<file path="config.mk">
export PLATFORM = sky130hd
export DESIGN_NAME = tps_timer
export DESIGN_NICKNAME = d
export VERILOG_FILES = /design/src/design/tps_pkg.sv /design/src/design/tps_timer.sv
export SDC_FILE = /design/constraint.sdc
export NUM_CORES = 1
export LEC_CHECK = 0
export BUFFER_PORTS_ARGS = -buffer_cell sky130_fd_sc_hd__buf_2
export CAP_MARGIN = 40
export CORE_ASPECT_RATIO = 0.75
export CORE_MARGIN = 10
export CORE_UTILIZATION = 52
export CTS_BUF_LIST = sky130_fd_sc_hd__clkbuf_2
export CTS_CLUSTER_SIZE = 28
export DETAILED_ROUTE_END_ITERATION = 10
export GPL_ROUTABILITY_DRIVEN = 0
export PLACE_DENSITY = 0.83
export SLEW_MARGIN = 15
export SYNTH_ARGS = -nofsm -noshare
export SYNTH_HDL_FRONTEND = slang
export SYNTH_SLANG_ARGS = --single-unit
</file>
<file path="constraint.sdc">
create_clock -name clk -period 2.7 [get_ports clk]
set_input_delay 0.135 -clock clk [delete_from_list [all_inputs] [get_ports clk]]
set_output_delay 0.135 -clock clk [all_outputs]
set_load 0.005 [all_outputs]
</file>
<file path="src/design/tps_pkg.sv">
// package: register map, field positions, reset values and timing for the 8-bit timer
package tps_pkg;

  // ----------------------------------------------------------------
  // register indices (byte address is four times the index)
  // ----------------------------------------------------------------
  localparam logic [7:0] IDX_TIMER_COUNT       = 8'h01;
  localparam logic [7:0] IDX_INTERRUPT_CONTROL = 8'h0B;
  localparam logic [7:0] IDX_OPTION_CONFIG     = 8'h81;
  localparam logic [7:0] IDX_CORE_CONTROL      = 8'h90;

  // ----------------------------------------------------------------
  // field positions
  // ----------------------------------------------------------------
  localparam int BIT_CLOCK_SOURCE_SELECT = 5;
  localparam int BIT_SOURCE_EDGE_SELECT  = 4;
  localparam int BIT_PRESCALER_ASSIGN    = 3;
  localparam int BIT_OVERFLOW_INT_ENABLE = 5;
  localparam int BIT_OVERFLOW_FLAG       = 2;
  localparam int BIT_SLEEP               = 0;
  localparam int BIT_WATCHDOG_CLEAR      = 1;

  // ----------------------------------------------------------------
  // reset values
  // ----------------------------------------------------------------
  localparam logic [7:0] RST_OPTION_CONFIG = 8'hFF;
  localparam logic [7:0] RST_TIMER_COUNT   = 8'h00;
  localparam logic [7:0] RST_PRESCALER     = 8'h00;

  // ----------------------------------------------------------------
  // timing: clock periods per instruction cycle, write inhibit length
  // ----------------------------------------------------------------
  localparam logic [1:0] INSN_DIV_LAST   = 2'h3;
  localparam logic [1:0] WRITE_INHIBIT   = 2'h2;

  // option register fields carried together
  typedef struct packed {
    logic       pin_pullup_off;
    logic       int_edge;
    logic       clock_source_select;
    logic       source_edge_select;
    logic       prescaler_assign;
    logic [2:0] prescale_ratio_field;
  } tps_option_t;

  typedef enum logic {TPS_BUS_IDLE, TPS_BUS_ACK} tps_bus_state_t;

endpackage

</file>
<file path="src/design/tps_timer.sv">
// 8-bit timer/counter with shared prescaler behind an Avalon-MM slave
//
// Chosen here: the Avalon-MM slave port.
`timescale 1ns/100ps

module tps_timer (
  // clock and reset
  input  wire logic        clk,
  input  wire logic        reset,
  // avalon-mm slave
  input  wire logic [9:0]  avs_address,
  input  wire logic        avs_read,
  input  wire logic        avs_write,
  input  wire logic [31:0] avs_writedata,
  input  wire logic [3:0]  avs_byteenable,
  output logic      [31:0] avs_readdata,
  output logic             avs_waitrequest,
  // external count pin
  input  wire logic        external_count_pin,
  // watchdog side
  input  wire logic        wdt_base_tick,
  output logic             wdt_post_tick,
  output logic             wdt_clear,
  // processor side
  output logic             overflow_irq
);

  // ----------------------------------------------------------------
  // state
  // ----------------------------------------------------------------
  tps_pkg::tps_bus_state_t bus_state;
  tps_pkg::tps_option_t    option_config;
  logic [7:0]              timer_count;
  logic [7:0]              prescaler;
  logic                    overflow_flag;
  logic                    overflow_int_enable;
  logic                    sleep_mode;
  logic [1:0]              insn_div;
  logic                    insn_tick;
  logic [1:0]              inhibit_cnt;
  logic                    pin_sync1;
  logic                    pin_sync2;
  logic                    pin_last;

  // ----------------------------------------------------------------
  // decode
  // ----------------------------------------------------------------
  logic [7:0] reg_index;
  logic       word_ok;
  logic       wr_go;
  logic       wr_timer;
  logic       wr_intctl;
  logic       wr_option;
  logic       wr_core;
  logic       wdt_clear_req;

  assign reg_index = avs_address[9:2];
  assign word_ok   = (avs_address[1:0] == 2'h0) && avs_byteenable[0];
  // a write takes effect only at the edge where waitrequest is seen low
  assign wr_go     = (bus_state == tps_pkg::TPS_BUS_ACK) && avs_write && word_ok;
  assign wr_timer  = wr_go && (reg_index == tps_pkg::IDX_TIMER_COUNT);
  assign wr_intctl = wr_go && (reg_index == tps_pkg::IDX_INTERRUPT_CONTROL);
  assign wr_option = wr_go && (reg_index == tps_pkg::IDX_OPTION_CONFIG);
  assign wr_core   = wr_go && (reg_index == tps_pkg::IDX_CORE_CONTROL);
  assign wdt_clear_req = wr_core && avs_writedata[tps_pkg::BIT_WATCHDOG_CLEAR];

  // ----------------------------------------------------------------
  // bus slave: one wait state, then a single-cycle answer
  // ----------------------------------------------------------------
  logic [7:0] read_mux;

  always_comb begin
    read_mux = 8'h00;
    case (reg_index)
      tps_pkg::IDX_TIMER_COUNT: begin
        read_mux = timer_count;
      end
      tps_pkg::IDX_INTERRUPT_CONTROL: begin
        read_mux[tps_pkg::BIT_OVERFLOW_INT_ENABLE] = overflow_int_enable;
        read_mux[tps_pkg::BIT_OVERFLOW_FLAG]       = overflow_flag;
      end
      tps_pkg::IDX_OPTION_CONFIG: begin
        read_mux = option_config;
      end
      tps_pkg::IDX_CORE_CONTROL: begin
        read_mux[tps_pkg::BIT_SLEEP] = sleep_mode;
      end
      default: begin
        read_mux = 8'h00;
      end
    endcase
    // the prescaler has no address: it can never be read or written
    if (avs_address[1:0] != 2'h0) begin
      read_mux = 8'h00;
    end
  end

  always_ff @(posedge clk) begin
    if (reset) begin
      bus_state       <= tps_pkg::TPS_BUS_IDLE;
      avs_waitrequest <= 1'b1;
      avs_readdata    <= 32'h0000_0000;
    end else begin
      case (bus_state)
        tps_pkg::TPS_BUS_IDLE: begin
          if (avs_read || avs_write) begin
            bus_state       <= tps_pkg::TPS_BUS_ACK;
            avs_waitrequest <= 1'b0;
            avs_readdata    <= {24'h00_0000, read_mux};
          end
        end
        tps_pkg::TPS_BUS_ACK: begin
          bus_state       <= tps_pkg::TPS_BUS_IDLE;
          avs_waitrequest <= 1'b1;
        end
        default: begin
          bus_state       <= tps_pkg::TPS_BUS_IDLE;
          avs_waitrequest <= 1'b1;
        end
      endcase
    end
  end

  // ----------------------------------------------------------------
  // configuration registers
  // ----------------------------------------------------------------
  always_ff @(posedge clk) begin
    if (reset) begin
      option_config <= tps_pkg::RST_OPTION_CONFIG;
    end else if (wr_option) begin
      // assignment may be switched while counting runs
      option_config <= avs_writedata[7:0];
    end
  end

  always_ff @(posedge clk) begin
    if (reset) begin
      sleep_mode <= 1'b0;
    end else if (wr_core) begin
      sleep_mode <= avs_writedata[tps_pkg::BIT_SLEEP];
    end
  end

  // ----------------------------------------------------------------
  // instruction cycle: four clocks each
  // ----------------------------------------------------------------
  always_ff @(posedge clk) begin
    if (reset) begin
      insn_div  <= 2'h0;
      insn_tick <= 1'b0;
    end else begin
      insn_div  <= (insn_div == tps_pkg::INSN_DIV_LAST) ? 2'h0 : insn_div + 2'h1;
      insn_tick <= (insn_div == tps_pkg::INSN_DIV_LAST);
    end
  end

  // ----------------------------------------------------------------
  // pin synchroniser and edge pick
  // ----------------------------------------------------------------
  always_ff @(posedge clk) begin
    if (reset) begin
      pin_sync1 <= 1'b0;
      pin_sync2 <= 1'b0;
      pin_last  <= 1'b0;
    end else begin
      pin_sync1 <= external_count_pin;
      pin_sync2 <= pin_sync1;
      pin_last  <= pin_sync2;
    end
  end

  logic pin_edge;
  logic src_event;

  // edge detection reads only the second stage and later, never the first
  assign pin_edge  = option_config.source_edge_select ? (pin_last && !pin_sync2)
                                                      : (!pin_last && pin_sync2);
  assign src_event = option_config.clock_source_select ? pin_edge : insn_tick;

  // ----------------------------------------------------------------
  // shared prescaler
  // ----------------------------------------------------------------
  logic [7:0] mask_tmr;
  logic [7:0] mask_wdt;
  logic       pre_to_tmr;
  logic       pre_step;
  logic       tmr_pre_done;
  logic       wdt_pre_done;

  // ratio field n: timer divides by 2^(n+1), watchdog by 2^n
  assign mask_tmr = 8'((9'h002 << option_config.prescale_ratio_field) - 9'h001);
  assign mask_wdt = 8'((9'h001 << option_config.prescale_ratio_field) - 9'h001);
  assign pre_to_tmr = !option_config.prescaler_assign;
  // sleep freezes the timer side of the prescaler as well
  assign pre_step = pre_to_tmr ? (src_event && !sleep_mode) : wdt_base_tick;
  assign tmr_pre_done = (prescaler & mask_tmr) == mask_tmr;
  assign wdt_pre_done = (prescaler & mask_wdt) == mask_wdt;

  always_ff @(posedge clk) begin
    if (reset) begin
      prescaler <= tps_pkg::RST_PRESCALER;
    end else if (wr_timer && pre_to_tmr) begin
      prescaler <= tps_pkg::RST_PRESCALER;
    end else if (wdt_clear_req && !pre_to_tmr) begin
      prescaler <= tps_pkg::RST_PRESCALER;
    end else if (pre_step) begin
      prescaler <= prescaler + 8'h01;
    end
  end

  // watchdog sees its base tick directly when the timer owns the prescaler
  always_ff @(posedge clk) begin
    if (reset) begin
      wdt_post_tick <= 1'b0;
    end else begin
      wdt_post_tick <= wdt_base_tick && (pre_to_tmr || wdt_pre_done);
    end
  end

  always_ff @(posedge clk) begin
    if (reset) begin
      wdt_clear <= 1'b0;
    end else begin
      wdt_clear <= wdt_clear_req;
    end
  end

  // ----------------------------------------------------------------
  // counter and write inhibit
  // ----------------------------------------------------------------
  logic inc_timer;

  // the inhibit runs out on instruction cycles, not clocks, so a write blocks
  // counting for the same two instruction cycles in either mode
  assign inc_timer = src_event && !sleep_mode && (inhibit_cnt == 2'h0) &&
                     (!pre_to_tmr || tmr_pre_done);

  always_ff @(posedge clk) begin
    if (reset) begin
      inhibit_cnt <= 2'h0;
    end else if (wr_timer) begin
      inhibit_cnt <= tps_pkg::WRITE_INHIBIT;
    end else if (insn_tick && (inhibit_cnt != 2'h0)) begin
      inhibit_cnt <= inhibit_cnt - 2'h1;
    end
  end

  always_ff @(posedge clk) begin
    if (reset) begin
      timer_count <= tps_pkg::RST_TIMER_COUNT;
    end else if (wr_timer) begin
      timer_count <= avs_writedata[7:0];
    end else if (inc_timer) begin
      timer_count <= timer_count + 8'h01;
    end
  end

  // ----------------------------------------------------------------
  // overflow flag and request
  // ----------------------------------------------------------------
  logic wrap_now;

  assign wrap_now = inc_timer && !wr_timer && (timer_count == 8'hFF);

  always_ff @(posedge clk) begin
    if (reset) begin
      overflow_flag       <= 1'b0;
      overflow_int_enable <= 1'b0;
    end else begin
      if (wr_intctl) begin
        overflow_int_enable <= avs_writedata[tps_pkg::BIT_OVERFLOW_INT_ENABLE];
      end
      // a wrap in the clearing cycle wins; only software clears it
      if (wrap_now) begin
        overflow_flag <= 1'b1;
      end else if (wr_intctl) begin
        overflow_flag <= avs_writedata[tps_pkg::BIT_OVERFLOW_FLAG];
      end
    end
  end

  always_ff @(posedge clk) begin
    if (reset) begin
      overflow_irq <= 1'b0;
    end else begin
      overflow_irq <= overflow_flag && overflow_int_enable;
    end
  end

  // ----------------------------------------------------------------
  // assertions
  // ----------------------------------------------------------------
  property p_wrap_sets_flag;
    @(posedge clk) disable iff (reset)
      wrap_now |=> (timer_count == 8'h00) && overflow_flag;
  endproperty
  a_wrap_sets_flag: assert property (p_wrap_sets_flag) else $error("wrap did not set flag");

  property p_inhibit_loaded;
    @(posedge clk) disable iff (reset)
      wr_timer |=> (inhibit_cnt == 2'h2) ##1 (inhibit_cnt != 2'h0);
  endproperty
  a_inhibit_loaded: assert property (p_inhibit_loaded) else $error("inhibit not armed");

  property p_inhibit_holds;
    @(posedge clk) disable iff (reset)
      (inhibit_cnt != 2'h0) && !wr_timer |=> $stable(timer_count);
  endproperty
  a_inhibit_holds: assert property (p_inhibit_holds) else $error("count moved in inhibit");

  property p_sleep_holds;
    @(posedge clk) disable iff (reset)
      sleep_mode && !wr_timer |=> $stable(timer_count);
  endproperty
  a_sleep_holds: assert property (p_sleep_holds) else $error("count moved in sleep");

  property p_write_clears_pre;
    @(posedge clk) disable iff (reset)
      wr_timer && pre_to_tmr |=> (prescaler == 8'h00);
  endproperty
  a_write_clears_pre: assert property (p_write_clears_pre) else $error("prescaler kept");

  property p_wdt_clear;
    @(posedge clk) disable iff (reset)
      wdt_clear_req && !pre_to_tmr |=> (prescaler == 8'h00) && wdt_clear;
  endproperty
  a_wdt_clear: assert property (p_wdt_clear) else $error("watchdog clear missed");

  property p_irq_gate;
    @(posedge clk) disable iff (reset)
      ##1 (overflow_irq == ($past(overflow_flag) && $past(overflow_int_enable)));
  endproperty
  a_irq_gate: assert property (p_irq_gate) else $error("request not gated");

  property p_flag_sticky;
    @(posedge clk) disable iff (reset)
      overflow_flag && !wr_intctl |=> overflow_flag;
  endproperty
  a_flag_sticky: assert property (p_flag_sticky) else $error("flag dropped alone");

  property p_timer_rate;
    @(posedge clk) disable iff (reset)
      insn_tick && !option_config.clock_source_select && !pre_to_tmr && !sleep_mode &&
      (inhibit_cnt == 2'h0) && !wr_timer |=> (timer_count == $past(timer_count) + 8'h01);
  endproperty
  a_timer_rate: assert property (p_timer_rate) else $error("timer mode missed a cycle");

  property p_pin_to_count;
    @(posedge clk) disable iff (reset)
      option_config.clock_source_select && !pre_to_tmr && !sleep_mode && !wr_timer &&
      (inhibit_cnt == 2'h0) && pin_edge |=> (timer_count == $past(timer_count) + 8'h01);
  endproperty
  a_pin_to_count: assert property (p_pin_to_count) else $error("pin edge not counted");

  property p_bus_answer;
    @(posedge clk) disable iff (reset)
      (bus_state == tps_pkg::TPS_BUS_IDLE) && (avs_read || avs_write) |=>
        !avs_waitrequest ##1 avs_waitrequest;
  endproperty
  a_bus_answer: assert property (p_bus_answer) else $error("bus answer late");

  c_wrap:     cover property (@(posedge clk) disable iff (reset) wrap_now);
  c_irq:      cover property (@(posedge clk) disable iff (reset) overflow_irq);
  c_fall_cnt: cover property (@(posedge clk) disable iff (reset)
                option_config.source_edge_select && pin_edge && inc_timer);
  c_wdt_post: cover property (@(posedge clk) disable iff (reset)
                wdt_post_tick && !pre_to_tmr);

endmodule

</file>
# == After elaboration in Yosys (flattened, before gate mapping) ==
# Index checks and enable logic that the tools add are counted.
# classes
n_addsub,6
n_eq_ne,9
shifts,2
muxes,20
bitwise_logic,3
reduce_logical,39
# op_table
op,count
== test 8 bit (second input constant),3
2-to-1 mux 8 bit,3
logical AND 1 bit,20
adder 8 x 1 -> 8 bit (second input constant),2
bitwise AND 8 bit,2
== test 8 bit,2
subtractor 8 x 1 -> 8 bit (second input constant),2
nonzero test 2 bit,5
one-hot mux 1 bit (3 select lines),3
== test 8 x 1 -> 1 bit (second input constant),1
== test 8 x 4 -> 1 bit (second input constant),1
one-hot mux 2 bit (2 select lines),2
<< shifter 1 x 3 -> 8 bit (first input constant),1
<< shifter 2 x 3 -> 8 bit (first input constant),1
2-to-1 mux 1 bit,7
one-hot mux 1 bit (2 select lines),3
logical NOT 1 bit,5
logical NOT 2 bit,2
2-to-1 mux 2 bit,2
OR reduction 2 bit,2
logical OR 1 bit,3
OR reduction 3 bit,1
adder 2 x 1 -> 2 bit (second input constant),1
== test 2 bit (second input constant),1
other kinds (4),4
# word_totals
reg_bits,48
in_bits,52
output_inout_bits,36
elab_cells,103

# == Longest topological paths before layout ==
# logic_depth
word_depth,10
ltp_mapped,8
ltp_nobuf,7

# == Worst setup path after synthesis ==
# OpenSTA, ideal clock, no wires.
# synth_timing
path_kind,flip-flop to flip-flop
start,register option_config[4] in the netlist's numbering
end,register overflow_flag
setup_time_ns,0.070
t_arrival_ns,1.941
required_ns,2.630
path_slack_ns,0.689
path_stages_with_launch,8
n_path_buf,1
synth_period_minus_slack_ns,2.011
cell_sequence,dfxtp_1 -> or3b_1 -> a311oi_1 -> and3_1 -> buf_4 -> nand2_4 -> or4_1 -> a21oi_1
# synth_via
elab_chain_cells,8
word_cells_on_any_way,9
classes_between,mux: 3; reduce/logical: 6
# synth_lines
item,line_no,text
from (decl),tps_timer.sv:32,tps_pkg::tps_option_t option_config;
from (signal assigned),tps_timer.sv:129,option_config <= tps_pkg::RST_OPTION_CONFIG;
from (signal assigned),tps_timer.sv:132,option_config <= avs_writedata[7:0];
2-to-1 mux 1 bit *,tps_timer.sv:176,assign pin_edge = option_config.source_edge_select ? (pin_last && !pin_sync2)
2-to-1 mux 1 bit *,tps_timer.sv:178,assign src_event = option_config.clock_source_select ? pin_edge : insn_tick;
logical AND 1 bit * (3 in a row),tps_timer.sv:235,assign inc_timer = src_event && !sleep_mode && (inhibit_cnt == 2'h0) &&
logical AND 1 bit * (2 in a row),tps_timer.sv:263,assign wrap_now = inc_timer && !wr_timer && (timer_count == 8'hFF);
2-to-1 mux 1 bit or nonzero test 2 bit (tied branches),--,
to (signal assigned),tps_timer.sv:277,overflow_flag <= avs_writedata[tps_pkg::BIT_OVERFLOW_FLAG];
to (decl),tps_timer.sv:35,logic overflow_flag;
# Every way passes the cells marked *; elsewhere a longest branch is shown, timed or not.
# A chain may end at the register's enable or synchronous reset.

# == Worst setup path after layout ==
# Ends and elaborated chain as after synthesis.

==> metrics.yaml <==
global_route:
  antenna_found_initial: 0
  grt-ovfl-total: 0
  grt_pass1_wl_mm: 9.34
  grt_max_degree: 39
  grt_pass1_vias: 1972
  grtUsageTotal: 0.138
yosys:
  ys_seq_area_frac: 0.383
  synthCells: 285
  ys_warn_count: 0
  synth-edff-count: 0
  synth_cell_type_count: 45
  ys.flop_type: "dfxtp_1"
  synth_seq_cells: 48
  synth-async-reset-ratio: 0
  syn_area_per_cell_um2: 8.79
  synth_area_um2: 2510
  synth_area_leaders: "dfxtp_1 (38%), buf_4 (7.5%), nor2_1 (4.2%)"
  yosysTopAreaCell: "dfxtp_1"
  yosysTopAreaCellShare: 0.383
sta:
  hold_viol_final: 0
  rsz0062_at_grt: "false"
  hold_ws_ns: 0.0611
  setup_viol: 0
  finalCritPeriodShare: 0.902
  slew_headroom: 0.440
  max_freq_ghz: 0.410
  period_needed_ns: 2.44
  tightest_slew_ns: 0.838
  drv_slew: 0
  tns_ns: 0
  fin_skew_ns: 0.0287
layout:
  drive_gt1_frac: 0.176
  fill_cells: 402
  diodes: 0
  nets: 385
  final_core_util: 0.616
  syn2layout_area_growth_pct: 12.4
drt:
  dr_total_vias: 2093
  first_iter_violations: 210
  drtPass1Iterations: 6
  drt-total-wl_mm: 5.67
  drc: 0
  wl_per_cell_um: 14.6
  detail-route-antenna-nets: 0
  via_per_inst: 5.41
run:
  drv_cap: 0
run_status:
  status: "finished, final reports clean"
floorplanning:
  die-height_um: 80.1
  initial_core_util: 0.548
  io_pins: 88
  die_w_um: 100
  fp.dieArea_um2: 8020
  coreArea_um2: 4570
  num_rows: 21
clocking:
  clk_path_buf_depth: 2
  htree_num_levels: 2
  clk_pin_slew_ns: 0.25
  numCtsBuffers: 5
  clock-root-buffer: "clkbuf_2"
  postCtsSetupRepairBufs: 0
  clk_latency_ns: 0.44
  cts.sinks: 48
  cts_tree: "done"
critical_path:
  arrival_ns: 2.84
  crit_path_start_kind: "register"
  cp_top_family: "simple AND/OR/NAND/NOR gates"
  path_buf_inv: 0
  worstPathCellList: "or3b_1, a311oi_1, and3_1, nand2_4, or4_1, a21oi_1"
  path_class: "reg2reg"
  required_ns: 3.10
  critical_path.max_stage_delay_ns: 0.53
  cp_slowest_cell: "or4_1"
  critPathCaptureType: "register"
  crit_fanout: 5
power_and_ir_drop:
  power.total_mw: 1.26
  power_per_cell_area_nw_per_um2: 447
  vdd_drop_max_mv: 0.331
  p_leak_nw: 1.16
placement:
  place_hpwl_mm: 4.17
  place.port_buffers: 36
min_path:
  hold_class: "in2reg"
cell type report:
type / count / area (um^2) / share of cell area
Clock buffer: 5 / 25.0 / 0.00888
Clock inverter: 3 / 42.5 / 0.0151
Inverter: 9 / 33.8 / 0.0120
Multi-Input combinational cell: 215 / 1370 / 0.486
Sequential cell: 48 / 961 / 0.341
Tap cell: 57 / 71.3 / 0.0253
Timing Repair Buffer: 50 / 315 / 0.112
report_power, final:
part / total, mW / leakage (nW) / internal (mW) / switching (mW)
registers: 0.747 / 0.389 / 0.728 / 0.0187
logic: 0.124 / 0.736 / 0.0577 / 0.0663
clock network: 0.388 / 0.0390 / 0.154 / 0.233
total: 1.26 / 1.16 / 0.940 / 0.318
per-layer routing:
metal,up-vias,GRT usage,wire length (um)
li1,1041,-,-
met1,962,0.184,2730
met2,80,0.202,2340
met3,10,0.0496,540
met4,0,0.0408,51
met5,-,0,0
kinds of logic after synthesis:
logic type | share of synthesized area
AOI/OAI and AO/OA | 0.141
xor gates and xnor gates | 0.0454
adders and majority gates | 0.0200
buffers and inverters | 0.105
DFF | 0.383
muxes | 0.0629
other | 0.00150
and+or+nand+nor | 0.241
synth_stat cells, drive strengths merged (3+ instances only):
| master | instances |
|---|---|
| and3 | 6 |
| nand3 | 10 |
| o211ai | 3 |
| a22oi | 8 |
| xnor2 | 4 |
| a211o | 6 |
| nor3 | 5 |
| inv | 9 |
| ha | 4 |
| nor3b | 3 |
| o21ai | 8 |
| or4 | 3 |
| or3 | 4 |
| nor2 | 28 |
| nand2 | 15 |
| buf | 25 |
| nand3b | 10 |
| nor2b | 13 |
| clkbuf | 11 |
| mux2 | 6 |
| nand4 | 4 |
| nand2b | 5 |
| dfxtp | 48 |
| a21oi | 11 |
| mux2i | 9 |
| xor2 | 9 |
registers in the layout, indices dropped and copies added, names as in the netlist, 2 cells and up:
| name | flops |
|---|---|
| inhibit_cnt | 2 |
| insn_div | 2 |
| prescaler | 8 |
| avs_readdata | 8 |
| timer_count | 8 |
| option_config | 8 |
cells in the final DEF (no fill, tap or decap), drive strengths merged, types with 6 or more instances in the layout:
| cell type | n |
|---|---|
| a211o | 6 |
| nor2 | 28 |
| dlygate4sd3 | 12 |
| and3 | 6 |
| a22oi | 8 |
| nand3b | 10 |
| nor2b | 13 |
| nand2 | 15 |
| mux2 | 6 |
| a21oi | 11 |
| buf | 38 |
| inv | 9 |
| nand3 | 10 |
| conb | 24 |
| mux2i | 9 |
| xor2 | 9 |
| o21ai | 8 |
| dfxtp | 48 |
per-stage QoR:
| step | setup WS (ns) | instances | area, um^2 |
|---|---|---|---|
| global placement | 0.388 | 367 | 2630 |
| detailed placement | 0.360 | 367 | 2630 |
| global route | 0.144 | 387 | 2820 |
| finish | 0.263 | 387 | 2820 |
| floorplan | 0.689 | 308 | 2590 |
| CTS | 0.313 | 387 | 2820 |
what timing repair did:
item | 4_1_cts | 5_1_grt
hold buffers | 12 | 0
hold endpoints to repair | 22 | 0
gates resized for setup | 0 | 0
setup endpoints to repair | 0 | 0
path summary, 6_finish.rpt:
check | start | cells after the start | slack (ns) | endpoint
min reg2reg | insn_div[0] | 1 | 0.45 | insn_div[0]
max | option_config[4] | 6 | 0.26 | overflow_flag
max reg2reg | option_config[4] | 6 | 0.26 | overflow_flag
min | avs_address[2] | 3 | 0.06 | wdt_clear
worst register-to-register path, stage by stage (launching register included):
cell	delay [ns]
dfxtp_1	0.39
or3b_1	0.37
a311oi_1	0.44
and3_1	0.39
nand2_4	0.12
or4_1	0.53
a21oi_1	0.15
Power figures use the tool's default switching activity.
